## src/design/mec_pkg.sv

```systemverilog
// package: constants and state types for the memory expansion and chip select block
package mec_pkg;

	// window location tags on the internal address
	localparam logic [5:0] EXTRA_BLK_LOWEST = 6'h00;
	localparam logic [5:0] EXTRA_BLK_NEXT   = 6'h01;
	localparam logic [3:0] DATA_WIN_TAG     = 4'h7;
	localparam logic [1:0] PROG_WIN_TAG     = 2'h2;

	// forced-high expansion lines
	localparam logic [5:0] EXP_LINES_HIGH = 6'h3f;
	localparam logic [3:0] EXTRA_FORCE    = 4'hf;
	localparam logic [1:0] DATA_FORCE     = 2'h3;

	// peripheral select slots inside the register 2-Kbyte block
	localparam logic [1:0] PERIPH_HALF_TAG = 2'h1;
	localparam logic [3:0] SEL3_SLOT       = 4'h5;
	localparam logic [3:0] SEL2_SLOT       = 4'h7;
	localparam logic [2:0] SEL1_SLOT       = 3'h3;

	// chip select indices
	localparam int SEL_PERIPH0 = 0;
	localparam int SEL_PERIPH1 = 1;
	localparam int SEL_PERIPH2 = 2;
	localparam int SEL_PERIPH3 = 3;
	localparam int SEL_DATA    = 4;
	localparam int SEL_PROG0   = 5;
	localparam int SEL_PROG1   = 6;
	localparam int NUM_SELECTS = 7;

	// values after reset
	localparam logic [6:0]  SEL_ENABLE_RESET = 7'h20;
	localparam logic [6:0]  SEL_IDLE         = 7'h7f;
	localparam logic [5:0]  PIN_RELEASED     = 6'h3f;
	localparam logic [11:0] XADDR_RESET      = 12'hfc0;
	localparam logic [9:0]  ADDR_LO_RESET    = 10'h000;

	// clocks per stretch bus cycle
	localparam logic [2:0] CLKS_PER_BUS_CYCLE = 3'h2;

	typedef enum logic [1:0] {ST_IDLE, ST_LOW, ST_HIGH, ST_STRETCH} mec_state_t;

	typedef struct packed {
		mec_state_t  state;
		logic [1:0]  stretch;
		logic [2:0]  cnt;
		logic [11:0] xaddr;
		logic [9:0]  addr_lo;
		logic [6:0]  sel_en;
		logic [6:0]  sel_n;
		logic [6:0]  sel_oe_n;
		logic [5:0]  exp_out;
		logic [5:0]  exp_oe_n;
		logic        addr_oe_n;
		logic        e_plain;
		logic        e_stretch;
		logic        hide_e;
		logic        done;
	} mec_regs_t;

endpackage : mec_pkg

```

## src/design/mec_expansion.sv

```systemverilog
// memory expansion paging, chip selects, stretch and E clock output
`timescale 1ns/10ps
`default_nettype none

module mec_expansion (
	input  wire logic        clk,
	input  wire logic        rst,
	input  wire logic        expanded_mode,
	input  wire logic [15:0] cpu_addr,
	input  wire logic        cycle_req,
	input  wire logic        cycle_internal,
	output logic             cycle_ready,
	output logic             cycle_done,
	input  wire logic [4:0]  register_block,
	input  wire logic        extra_window_location_select,
	input  wire logic        extra_window_enable,
	input  wire logic        data_window_enable,
	input  wire logic        program_window_enable,
	input  wire logic [7:0]  extra_page_register,
	input  wire logic [7:0]  data_page_register,
	input  wire logic [7:0]  program_page_register,
	input  wire logic [5:0]  expansion_pin_assign,
	input  wire logic [5:0]  expansion_port_direction,
	input  wire logic [5:0]  expansion_port_data,
	input  wire logic        sel_enable_wr,
	input  wire logic [6:0]  sel_enable_wdata,
	output logic      [6:0]  sel_enable_state,
	input  wire logic        peripheral_select_three_follows_extra,
	input  wire logic        data_space_select_full,
	input  wire logic        program_select_one_full,
	input  wire logic [13:0] sel_stretch,
	input  wire logic        stretched_e_clock_choice,
	input  wire logic        internal_visibility,
	input  wire logic        e_clock_output_disable,
	output logic      [15:0] addr_out,
	output logic             addr_oe_n,
	output logic      [5:0]  exp_addr_out,
	output logic      [5:0]  exp_addr_oe_n,
	output logic      [6:0]  chip_select_n,
	output logic      [6:0]  chip_select_oe_n,
	output logic             e_clock_out
);

	mec_pkg::mec_regs_t r_reg;
	mec_pkg::mec_regs_t r_next;

	logic [11:0] xaddr;
	logic        extra_hit;
	logic [6:0]  hit;
	logic [1:0]  hit_stretch;
	logic        finish;

	// paging windows on the live cpu address
	mec_window_xlate u_xlate (
		.addr       (cpu_addr),
		.loc_sel    (extra_window_location_select),
		.extra_en   (extra_window_enable),
		.data_en    (data_window_enable),
		.prog_en    (program_window_enable),
		.extra_page (extra_page_register),
		.data_page  (data_page_register),
		.prog_page  (program_page_register),
		.xaddr      (xaddr),
		.extra_hit  (extra_hit)
	);

	// chip select decode on the same address as the translation
	mec_select_decode u_decode (
		.addr        (cpu_addr),
		.reg_block   (register_block),
		.sel_en      (r_reg.sel_en),
		.sel3_follow (peripheral_select_three_follows_extra),
		.extra_hit   (extra_hit),
		.data_full   (data_space_select_full),
		.prog1_full  (program_select_one_full),
		.stretch_cfg (sel_stretch),
		.hit         (hit),
		.stretch     (hit_stretch)
	);

	// a new cycle is taken only from idle
	assign cycle_ready = (r_reg.state == mec_pkg::ST_IDLE);

	// bus cycle sequencer and pin staging
	always_comb
	begin
		r_next = r_reg;
		r_next.done = 1'b0;
		finish = 1'b0;

		if (sel_enable_wr)
		begin
			r_next.sel_en = sel_enable_wdata;
		end

		case (r_reg.state)
			mec_pkg::ST_IDLE:
			begin
				if (cycle_req)
				begin
					r_next.state = mec_pkg::ST_LOW;
					// address and selects captured together
					r_next.xaddr = xaddr;
					r_next.addr_lo = cpu_addr[9:0];
					r_next.hide_e = cycle_internal && !internal_visibility;
					if (expanded_mode && !cycle_internal)
					begin
						r_next.sel_n = ~hit;
						r_next.stretch = hit_stretch;
					end
					else
					begin
						r_next.sel_n = mec_pkg::SEL_IDLE;
						r_next.stretch = 2'h0;
					end
				end
			end
			mec_pkg::ST_LOW:
			begin
				r_next.state = mec_pkg::ST_HIGH;
			end
			mec_pkg::ST_HIGH:
			begin
				if (r_reg.stretch == 2'h0)
				begin
					finish = 1'b1;
				end
				else
				begin
					// two clocks per added bus cycle
					r_next.state = mec_pkg::ST_STRETCH;
					r_next.cnt = 3'(r_reg.stretch * mec_pkg::CLKS_PER_BUS_CYCLE - 3'h1);
				end
			end
			mec_pkg::ST_STRETCH:
			begin
				if (r_reg.cnt == 3'h0)
				begin
					finish = 1'b1;
				end
				else
				begin
					r_next.cnt = r_reg.cnt - 3'h1;
				end
			end
			default:
			begin
				finish = 1'b1;
			end
		endcase

		// select held through every stretch clock, dropped at the end
		if (finish)
		begin
			r_next.state = mec_pkg::ST_IDLE;
			r_next.done = 1'b1;
			r_next.sel_n = mec_pkg::SEL_IDLE;
			r_next.hide_e = 1'b0;
		end

		// plain E keeps its rhythm, stretched E holds high while stretching
		case (r_next.state)
			mec_pkg::ST_LOW:
			begin
				r_next.e_plain = 1'b0;
				r_next.e_stretch = 1'b0;
			end
			mec_pkg::ST_HIGH:
			begin
				r_next.e_plain = 1'b1;
				r_next.e_stretch = 1'b1;
			end
			mec_pkg::ST_STRETCH:
			begin
				r_next.e_plain = ~r_reg.e_plain;
				r_next.e_stretch = 1'b1;
			end
			default:
			begin
				r_next.e_plain = ~r_reg.e_plain;
				r_next.e_stretch = ~r_reg.e_stretch;
			end
		endcase

		// upper six lines: address when assigned in expanded mode, else port
		for (int i = 0; i < 6; i++)
		begin
			if (expanded_mode && expansion_pin_assign[i])
			begin
				r_next.exp_out[i] = r_next.xaddr[6+i];
				r_next.exp_oe_n[i] = 1'b0;
			end
			else
			begin
				r_next.exp_out[i] = expansion_port_data[i];
				r_next.exp_oe_n[i] = ~expansion_port_direction[i];
			end
		end

		// lines 15..0 and enabled selects driven only in expanded mode
		r_next.addr_oe_n = ~expanded_mode;
		r_next.sel_oe_n = expanded_mode ? ~r_next.sel_en : mec_pkg::SEL_IDLE;
	end

	// single state register
	always_ff @(posedge clk)
	begin
		if (rst)
		begin
			r_reg.state <= mec_pkg::ST_IDLE;
			r_reg.stretch <= 2'h0;
			r_reg.cnt <= 3'h0;
			r_reg.xaddr <= mec_pkg::XADDR_RESET;
			r_reg.addr_lo <= mec_pkg::ADDR_LO_RESET;
			r_reg.sel_en <= mec_pkg::SEL_ENABLE_RESET;
			r_reg.sel_n <= mec_pkg::SEL_IDLE;
			r_reg.sel_oe_n <= mec_pkg::SEL_IDLE;
			r_reg.exp_out <= 6'h00;
			r_reg.exp_oe_n <= mec_pkg::PIN_RELEASED;
			r_reg.addr_oe_n <= 1'b1;
			r_reg.e_plain <= 1'b0;
			r_reg.e_stretch <= 1'b0;
			r_reg.hide_e <= 1'b0;
			r_reg.done <= 1'b0;
		end
		else
		begin
			r_reg <= r_next;
		end
	end

	// pin outputs straight from the state register
	assign addr_out = {r_reg.xaddr[5:0], r_reg.addr_lo};
	assign addr_oe_n = r_reg.addr_oe_n;
	assign exp_addr_out = r_reg.exp_out;
	assign exp_addr_oe_n = r_reg.exp_oe_n;
	assign chip_select_n = r_reg.sel_n;
	assign chip_select_oe_n = r_reg.sel_oe_n;
	assign sel_enable_state = r_reg.sel_en;
	assign cycle_done = r_reg.done;

	// E pin: disabled, hidden internal cycle, stretched or plain
	always_comb
	begin
		if (e_clock_output_disable || r_reg.hide_e)
			e_clock_out = 1'b0;
		else if (stretched_e_clock_choice)
			e_clock_out = r_reg.e_stretch;
		else
			e_clock_out = r_reg.e_plain;
	end

endmodule : mec_expansion

`default_nettype wire

```

## src/design/mec_select_decode.sv

```systemverilog
// chip select address decode and stretch pick
`timescale 1ns/10ps
`default_nettype none

module mec_select_decode (
	input  wire logic [15:0] addr,
	input  wire logic [4:0]  reg_block,
	input  wire logic [6:0]  sel_en,
	input  wire logic        sel3_follow,
	input  wire logic        extra_hit,
	input  wire logic        data_full,
	input  wire logic        prog1_full,
	input  wire logic [13:0] stretch_cfg,
	output logic      [6:0]  hit,
	output logic      [1:0]  stretch
);

	logic in_periph;

	// the 512 bytes just above the register space
	assign in_periph = (addr[15:11] == reg_block) && (addr[10:9] == mec_pkg::PERIPH_HALF_TAG);

	// peripheral selects first, memory selects fill the rest
	always_comb
	begin
		hit = '0;
		if (sel3_follow && extra_hit && sel_en[mec_pkg::SEL_PERIPH3])
		begin
			hit[mec_pkg::SEL_PERIPH3] = 1'b1;
		end
		if (in_periph)
		begin
			if (!sel3_follow && sel_en[mec_pkg::SEL_PERIPH3] && addr[10:7] == mec_pkg::SEL3_SLOT)
				hit[mec_pkg::SEL_PERIPH3] = 1'b1;
			else if (sel_en[mec_pkg::SEL_PERIPH2] && addr[10:7] == mec_pkg::SEL2_SLOT)
				hit[mec_pkg::SEL_PERIPH2] = 1'b1;
			else if (sel_en[mec_pkg::SEL_PERIPH1] && addr[10:8] == mec_pkg::SEL1_SLOT)
				hit[mec_pkg::SEL_PERIPH1] = 1'b1;
			else if (sel_en[mec_pkg::SEL_PERIPH0])
				hit[mec_pkg::SEL_PERIPH0] = 1'b1;
		end
		if (hit[3:0] == 4'h0)
		begin
			if (sel_en[mec_pkg::SEL_DATA] &&
				(data_full ? !addr[15] : addr[15:12] == mec_pkg::DATA_WIN_TAG))
				hit[mec_pkg::SEL_DATA] = 1'b1;
			if (sel_en[mec_pkg::SEL_PROG0] && addr[15])
				hit[mec_pkg::SEL_PROG0] = 1'b1;
			if (sel_en[mec_pkg::SEL_PROG1] && (prog1_full || addr[15]))
				hit[mec_pkg::SEL_PROG1] = 1'b1;
		end
	end

	// lowest-numbered active select sets the stretch
	always_comb
	begin
		stretch = 2'h0;
		for (int i = mec_pkg::NUM_SELECTS - 1; i >= 0; i--)
		begin
			if (hit[i])
				stretch = stretch_cfg[2*i +: 2];
		end
	end

endmodule : mec_select_decode

`default_nettype wire

```

## src/design/mec_window_xlate.sv

```systemverilog
// window translation of the internal address into the 22-bit external address
`timescale 1ns/10ps
`default_nettype none

module mec_window_xlate (
	input  wire logic [15:0] addr,
	input  wire logic        loc_sel,
	input  wire logic        extra_en,
	input  wire logic        data_en,
	input  wire logic        prog_en,
	input  wire logic [7:0]  extra_page,
	input  wire logic [7:0]  data_page,
	input  wire logic [7:0]  prog_page,
	output logic      [11:0] xaddr,
	output logic             extra_hit
);

	// extra window sits at the lowest or the next 1-Kbyte block
	assign extra_hit = extra_en && (addr[15:10] ==
		(loc_sel ? mec_pkg::EXTRA_BLK_LOWEST : mec_pkg::EXTRA_BLK_NEXT));

	// xaddr holds lines 21..10; outside a window upper six lines read high
	always_comb
	begin
		xaddr = {mec_pkg::EXP_LINES_HIGH, addr[15:10]};
		if (extra_hit)
		begin
			xaddr = {mec_pkg::EXTRA_FORCE, extra_page};
		end
		else if (data_en && addr[15:12] == mec_pkg::DATA_WIN_TAG)
		begin
			xaddr = {mec_pkg::DATA_FORCE, data_page, addr[11:10]};
		end
		else if (prog_en && addr[15:14] == mec_pkg::PROG_WIN_TAG)
		begin
			xaddr = {prog_page, addr[13:10]};
		end
	end

endmodule : mec_window_xlate

`default_nettype wire

```

## config.mk

```make
export PLATFORM = sky130hd
export DESIGN_NAME = mec_expansion
export DESIGN_NICKNAME = d
export VERILOG_FILES = /design/src/design/mec_pkg.sv /design/src/design/mec_expansion.sv /design/src/design/mec_select_decode.sv /design/src/design/mec_window_xlate.sv
export SDC_FILE = /design/constraint.sdc
export NUM_CORES = 1
export LEC_CHECK = 0
export ABC_AREA = 0
export BUFFER_PORTS_ARGS = -buffer_cell sky130_fd_sc_hd__buf_2
export CORE_UTILIZATION = 35
export CTS_CLUSTER_SIZE = 8
export DETAILED_ROUTE_END_ITERATION = 10
export HOLD_SLACK_MARGIN = 0.15
export SLEW_MARGIN = 20
export SYNTH_ARGS = -nofsm -noshare
export SYNTH_HDL_FRONTEND = slang
export SYNTH_SLANG_ARGS = --single-unit
```

## constraint.sdc

```tcl
create_clock -name clk -period 2.7 [get_ports clk]
set_input_delay 0.27 -clock clk [delete_from_list [all_inputs] [get_ports clk]]
set_output_delay 0.27 -clock clk [all_outputs]
set_load 0.03 [all_outputs]
```

After elaboration in Yosys (flattened, before gate mapping)
Index checks and enable logic that the tools add are counted.
- register bits after elaboration: 67
- word-level logic and storage cells: 137
- add/sub/neg operators: 2
- muxes and demuxes: 56
- equal/unequal tests: 16
- reduce and logical (&&, ||, !) cells: 36
- bitwise operators: 11
- operators with widths (kind ; count):
    $mux 22 ; 2
    $mux 12 ; 3
    $mux 1 ; 28
    $mux 2 ; 11
    $logic_and 1x1->1 ; 21
    $mux 7 ; 2
    $not 7->7 ; 2
    $eq 4x3->1 const B ; 3
    $mux 3 ; 4
    $pmux 2 s3 ; 2
    $eq 2x2->1 const B ; 5
    $not 1->1 ; 9
    $mux 4 ; 2
    $eq 2x1->1 const B ; 3
    $eq 6x6->1 ; 1
    $pmux 3 s2 ; 1
    $sub 3x1->3 const B ; 2
    $eq 5x5->1 ; 1
    $logic_not 1->1 ; 4
    $logic_not 2->1 ; 2
    $logic_not 4->1 ; 1
    $ne 2x2->1 const B ; 2
    $reduce_or 2->1 ; 2
    $eq 3x2->1 const B ; 1
    6 further kinds ; 7

Depth between registers and ports, before layout
- word-level depth: 23
- mapped depth: 8

Modules after synthesis
Synthesis repeated with hierarchy kept, for this count alone.
- cells, all modules: 414
- area total of the unflattened synthesis: 3580.9 um^2
- modules (own cells, without submodules) (module ; area an instance (um^2) ; times used ; cells each ; sequential area each (um^2)):
    mec_expansion ; 2876.5 ; 1 ; 312 ; 1341.3
    mec_select_decode ; 452.9 ; 1 ; 67 ; 0.0
    mec_window_xlate ; 251.5 ; 1 ; 35 ; 0.0

Least setup slack after synthesis
Ideal clock, no wire load.
- path type: flip-flop to flip-flop
- start: reg r_reg[65] (netlist bit)
- end: reg r_reg (netlist bit chip_select_n[0])
- data arrival time: 1.842 ns
- clock period less this slack: 1.978 ns
- path buffers: 3
- cell stages (with the launch flop): 9
- path slack: 0.722 ns
- required time: 2.564 ns
- setup time: 0.136 ns
- cells stage by stage: dfxtp_1 -> buf_6 -> nor2_1 -> and2_1 -> clkbuf_1 -> clkbuf_1 -> nand2_1 -> o22ai_1 -> nand2_1
- elaborated cells between the ends (all ways): 6
- RTL lines (element ; RTL line ; text):
    start, declared ; mec_expansion.sv:44 ; mec_pkg::mec_regs_t r_reg;
    start signal, assigned ; mec_expansion.sv:228 ; r_reg <= r_next;
    $logic_not 2->1 ; -- ;
    named net cycle_ready ; mec_expansion.sv:12 ; output logic cycle_ready,
    $reduce_and 2->1 (no line) ; -- ;
The timed path passes the listed nets, and every way through them passes these cells.
A chain may end at the register's enable or synchronous reset.

Worst setup path in the final report
- start: reg r_reg[66] (netlist bit)
- end: reg r_reg[63] (netlist bit)
- longest elaborated chain between the ends: 2
- ends and longest elaborated chain (element ; RTL line ; text):
    $logic_not 2->1 ; mec_expansion.sv:96 ; case (r_reg.state)
    $reduce_and 2->1 (no line) ; -- ;
No other way between the ends.

==> out/metrics.cfg <==
[synthesis]
ys_async_sr_fraction_pct = 0
synth-seq-cells = 67
synth.cell_area_um2 = 3320
syn-mean-instance-area_um2 = 8.42
yosysWarnings = 0
synth-seq-area-share_pct = 40.4
postSynthNetCount = 497
syn-instance-count = 394
synth-main-ff-cell = dfxtp_1
ys_types = 53
synth_enable_flop_cells = 0

[worst_setup_path]
critPathArrivalTime_ns = 2.38
critical_path.endpoint = r_reg[63]$_SDFFE_PP0P_
worstSetupEndpointType = register
crit_start = r_reg[66]$_SDFF_PP0_
crit_required_ns = 2.98
critical_path_depth = 5
ff2ff_path_depth = 5
timing.critical_path.fanout_max = 12
slowest_stage = or3b_1
r2r_start = r_reg[66]$_SDFF_PP0_
rrSetupSlack_ns = 0.60
critical_path.top_delay_family = simple AND/OR/NAND/NOR gates
crit-reg2reg-capture = r_reg[63]$_SDFFE_PP0P_
crit_path_cell_trace = or3b_1 -> nor3_1 -> o21ai_0 -> nor4_1 -> a221o_1
critPathLaunchType = register
worstSetupPathType = register to register
critPathBufInv = 0
max_stage_delay_ns = 0.58

[final_layout]
instances_no_fill = 618
final_instance_area_um2 = 4060
flow.area_growth_from_synthesis_pct = 22.2
design.final.nets = 604
post_route_cells_drive_above_1_share_pct = 37.9
layout_commonest_cell = buf_2
layout.cells.most_common_list = buf_2 (152), dfxtp_1 (67), nand2_1 (47)

[drt]
violation_count_after_the_first_detailed_route_iteration = 75
route.detailed.vias_per_inst = 4.90
drt_first_pass_iters = 6
antenna_violating_nets_post_route = 0
drt_wl_total_mm = 8.97
route.detailed.drc = 0
vias = 3029
detail_route.wl_per_cell_um = 14.5

[clock_network]
cts.repair_timing.setup_buffer_count = 0
tritoncts_clock_tree = built
clock_sink_count = 67
clk_transition_reported_paths_ns = 0.08
cts_root_buf = clkbuf_8
cts_max_path_buffers = 2
worst_skew_pair.late_latency_ns = 0.34
cts_inserted_buffers = 9
h_tree_lvls = 3

[sta]
tightest_slew_ns = 0.639
fin_crit_ns = 2.10
finalSetupViolCount = 0
post_route_clock_skew_ns = 0.00737
max-slew-margin-rel_pct = 57.4
final_max_slew_viol_count = 0
maximum_clock_rate_mhz = 476
layout_worst_path_cycle_share_pct = 77.8
hold_viol_final = 0
unrepaired_setup_endpoints_after_global_routing = no
finalSetupTns_ns = 0

[power_and_ir_drop]
power_frac_comb_pct = 22.0
internal_power_w = 0.00161
power.share.sequential_pct = 46.3
net-switching-power_w = 0.000761
irDropWorstVdd_v = 0.000202
cellPowerDensity_nw_per_um2 = 585
switching_share_pct = 32.1
p_leak_nw = 1.80
total_power_w = 0.00237
clockPowerShare_pct = 31.7

[grt]
track_usage_pct = 18.3
antenna_found_initial = 1
overflow = 0
grt_pass1_wl_mm = 13.9
first_global_vias = 2790
pin_count_of_the_biggest_net_entering_global_routing = 28

[flow_run]
maxCapViolCount = 0

[placed_design]
port_buf_inserts = 152
gp_congestion = 0.883
hpwl_mm = 6.86
numPlacedInstances = 594
detailed_place.area_um2 = 3810

[die]
start_util_pct = 36.1
placement_rows = 35
die_height_um = 99.4
fp.dieW_um = 99.4
design.portCount = 153
core_region_area_um2 = 9200
die_area_um2 = 9870

[run_status]
outcome = complete, no violations

[hold_path]
hold_path_class = primary input to register

-- Yosys cell counts (all sizes together), types with 2 or more instances --
cell type | number | area share [%]
nor4 | 7 | 2.2
o21ai | 9 | 1.4
nand3b | 2 | 0.45
a311oi | 6 | 1.6
and2 | 3 | 0.57
nor4b | 2 | 0.53
inv | 7 | 0.79
nand2b | 8 | 1.5
mux2i | 9 | 2.7
clkbuf | 14 | 1.6
nor3 | 13 | 2.1
o31ai | 2 | 0.45
or3b | 2 | 0.53
buf | 54 | 12
a22o | 2 | 0.53
o22ai | 10 | 1.9
nand2 | 47 | 5.3
xor2 | 5 | 1.3
a221o | 2 | 0.60
dfxtp | 67 | 40
nor2b | 6 | 1.1
nor2 | 33 | 3.7
ha | 3 | 1.1
or2 | 9 | 1.7
a21oi | 32 | 4.8
nor3b | 2 | 0.79
nand3 | 14 | 2.1
a211oi | 4 | 0.91
and3 | 3 | 0.57
-- layout make-up --
type,instances,area (um2)
sequential,67,1340
clock inverter,6,40.0
tap,111,139
multi-input combinational,252,1500
inverter,7,26.3
antenna,1,2.50
fill,941,5140
timing repair buffer,164,868
clock buffer,10,138
-- tightest hold or removal path: cells and delay by family --
family	cells	cell delay (ns)
buf+inv	1	0.08
simple gates	1	0.07
compound gates	1	0.05
-- stage by stage --
step | hold WS (ns) | util (%) | worst slack (ns)
after floorplan | 0.359 | - | 0.722
after global placement | 0.440 | 41.4 | 0.649
after detailed placement | 0.443 | 41.4 | 0.595
after CTS | 0.152 | 44.1 | 0.596
after global routing | 0.154 | 44.1 | 0.442
final | 0.169 | 44.1 | 0.598
-- power groups by stage --
stage	Clock (W)	Combinational (W)	Sequential (W)
floorplan	0	0.000402	0.00111
global placement	0	0.000515	0.00112
detailed placement	0	0.000519	0.00112
CTS	0.000783	0.000528	0.00110
global route	0.000836	0.000573	0.00111
finish	0.000751	0.000522	0.00110
-- cells by family after synthesis --
kind of cell / Yosys count / share of synthesized area (%)
flops: 67 / 40.4
xor+xnor: 6 / 1.58
fa+ha+maj: 3 / 1.13
simple gates: 158 / 25.2
compound gates: 75 / 14.3
mux: 10 / 3.05
buf+inv: 75 / 14.3
-- how the worst min path moves through the flow --
stage                                  start                          to  slack [ns]  cells past startpoint
finish                expansion_port_data[5]  exp_addr_out[5]$_SDFF_PP0_        0.17                      3
global placement    addr_out[2]$_SDFFE_PP0P_    addr_out[2]$_SDFFE_PP0P_        0.44                      2
floorplan                      expanded_mode        addr_oe_n$_SDFF_PP1_        0.36                      1
detailed placement  addr_out[2]$_SDFFE_PP0P_    addr_out[2]$_SDFFE_PP0P_        0.44                      2
global route                     cpu_addr[4]    addr_out[4]$_SDFFE_PP0P_        0.15                      3
CTS                   expansion_port_data[5]  exp_addr_out[5]$_SDFF_PP0_        0.15                      3
-- metal layers --
| metal | wire (um) | GRT usage [%] |
|---|---|---|
| met1 | 3940 | 22.7 |
| met2 | 4260 | 30.1 |
| met3 | 615 | 5.34 |
| met4 | 144 | 7.01 |
| met5 | 0 | 0 |
-- repair_timing --
action	in CTS	in global routing
resized for setup	0	0
hold buffers	7	0
endpoints found under the setup margin	0	0
hold endpoints to repair	7	0
(Power assumes the default switching activity.)
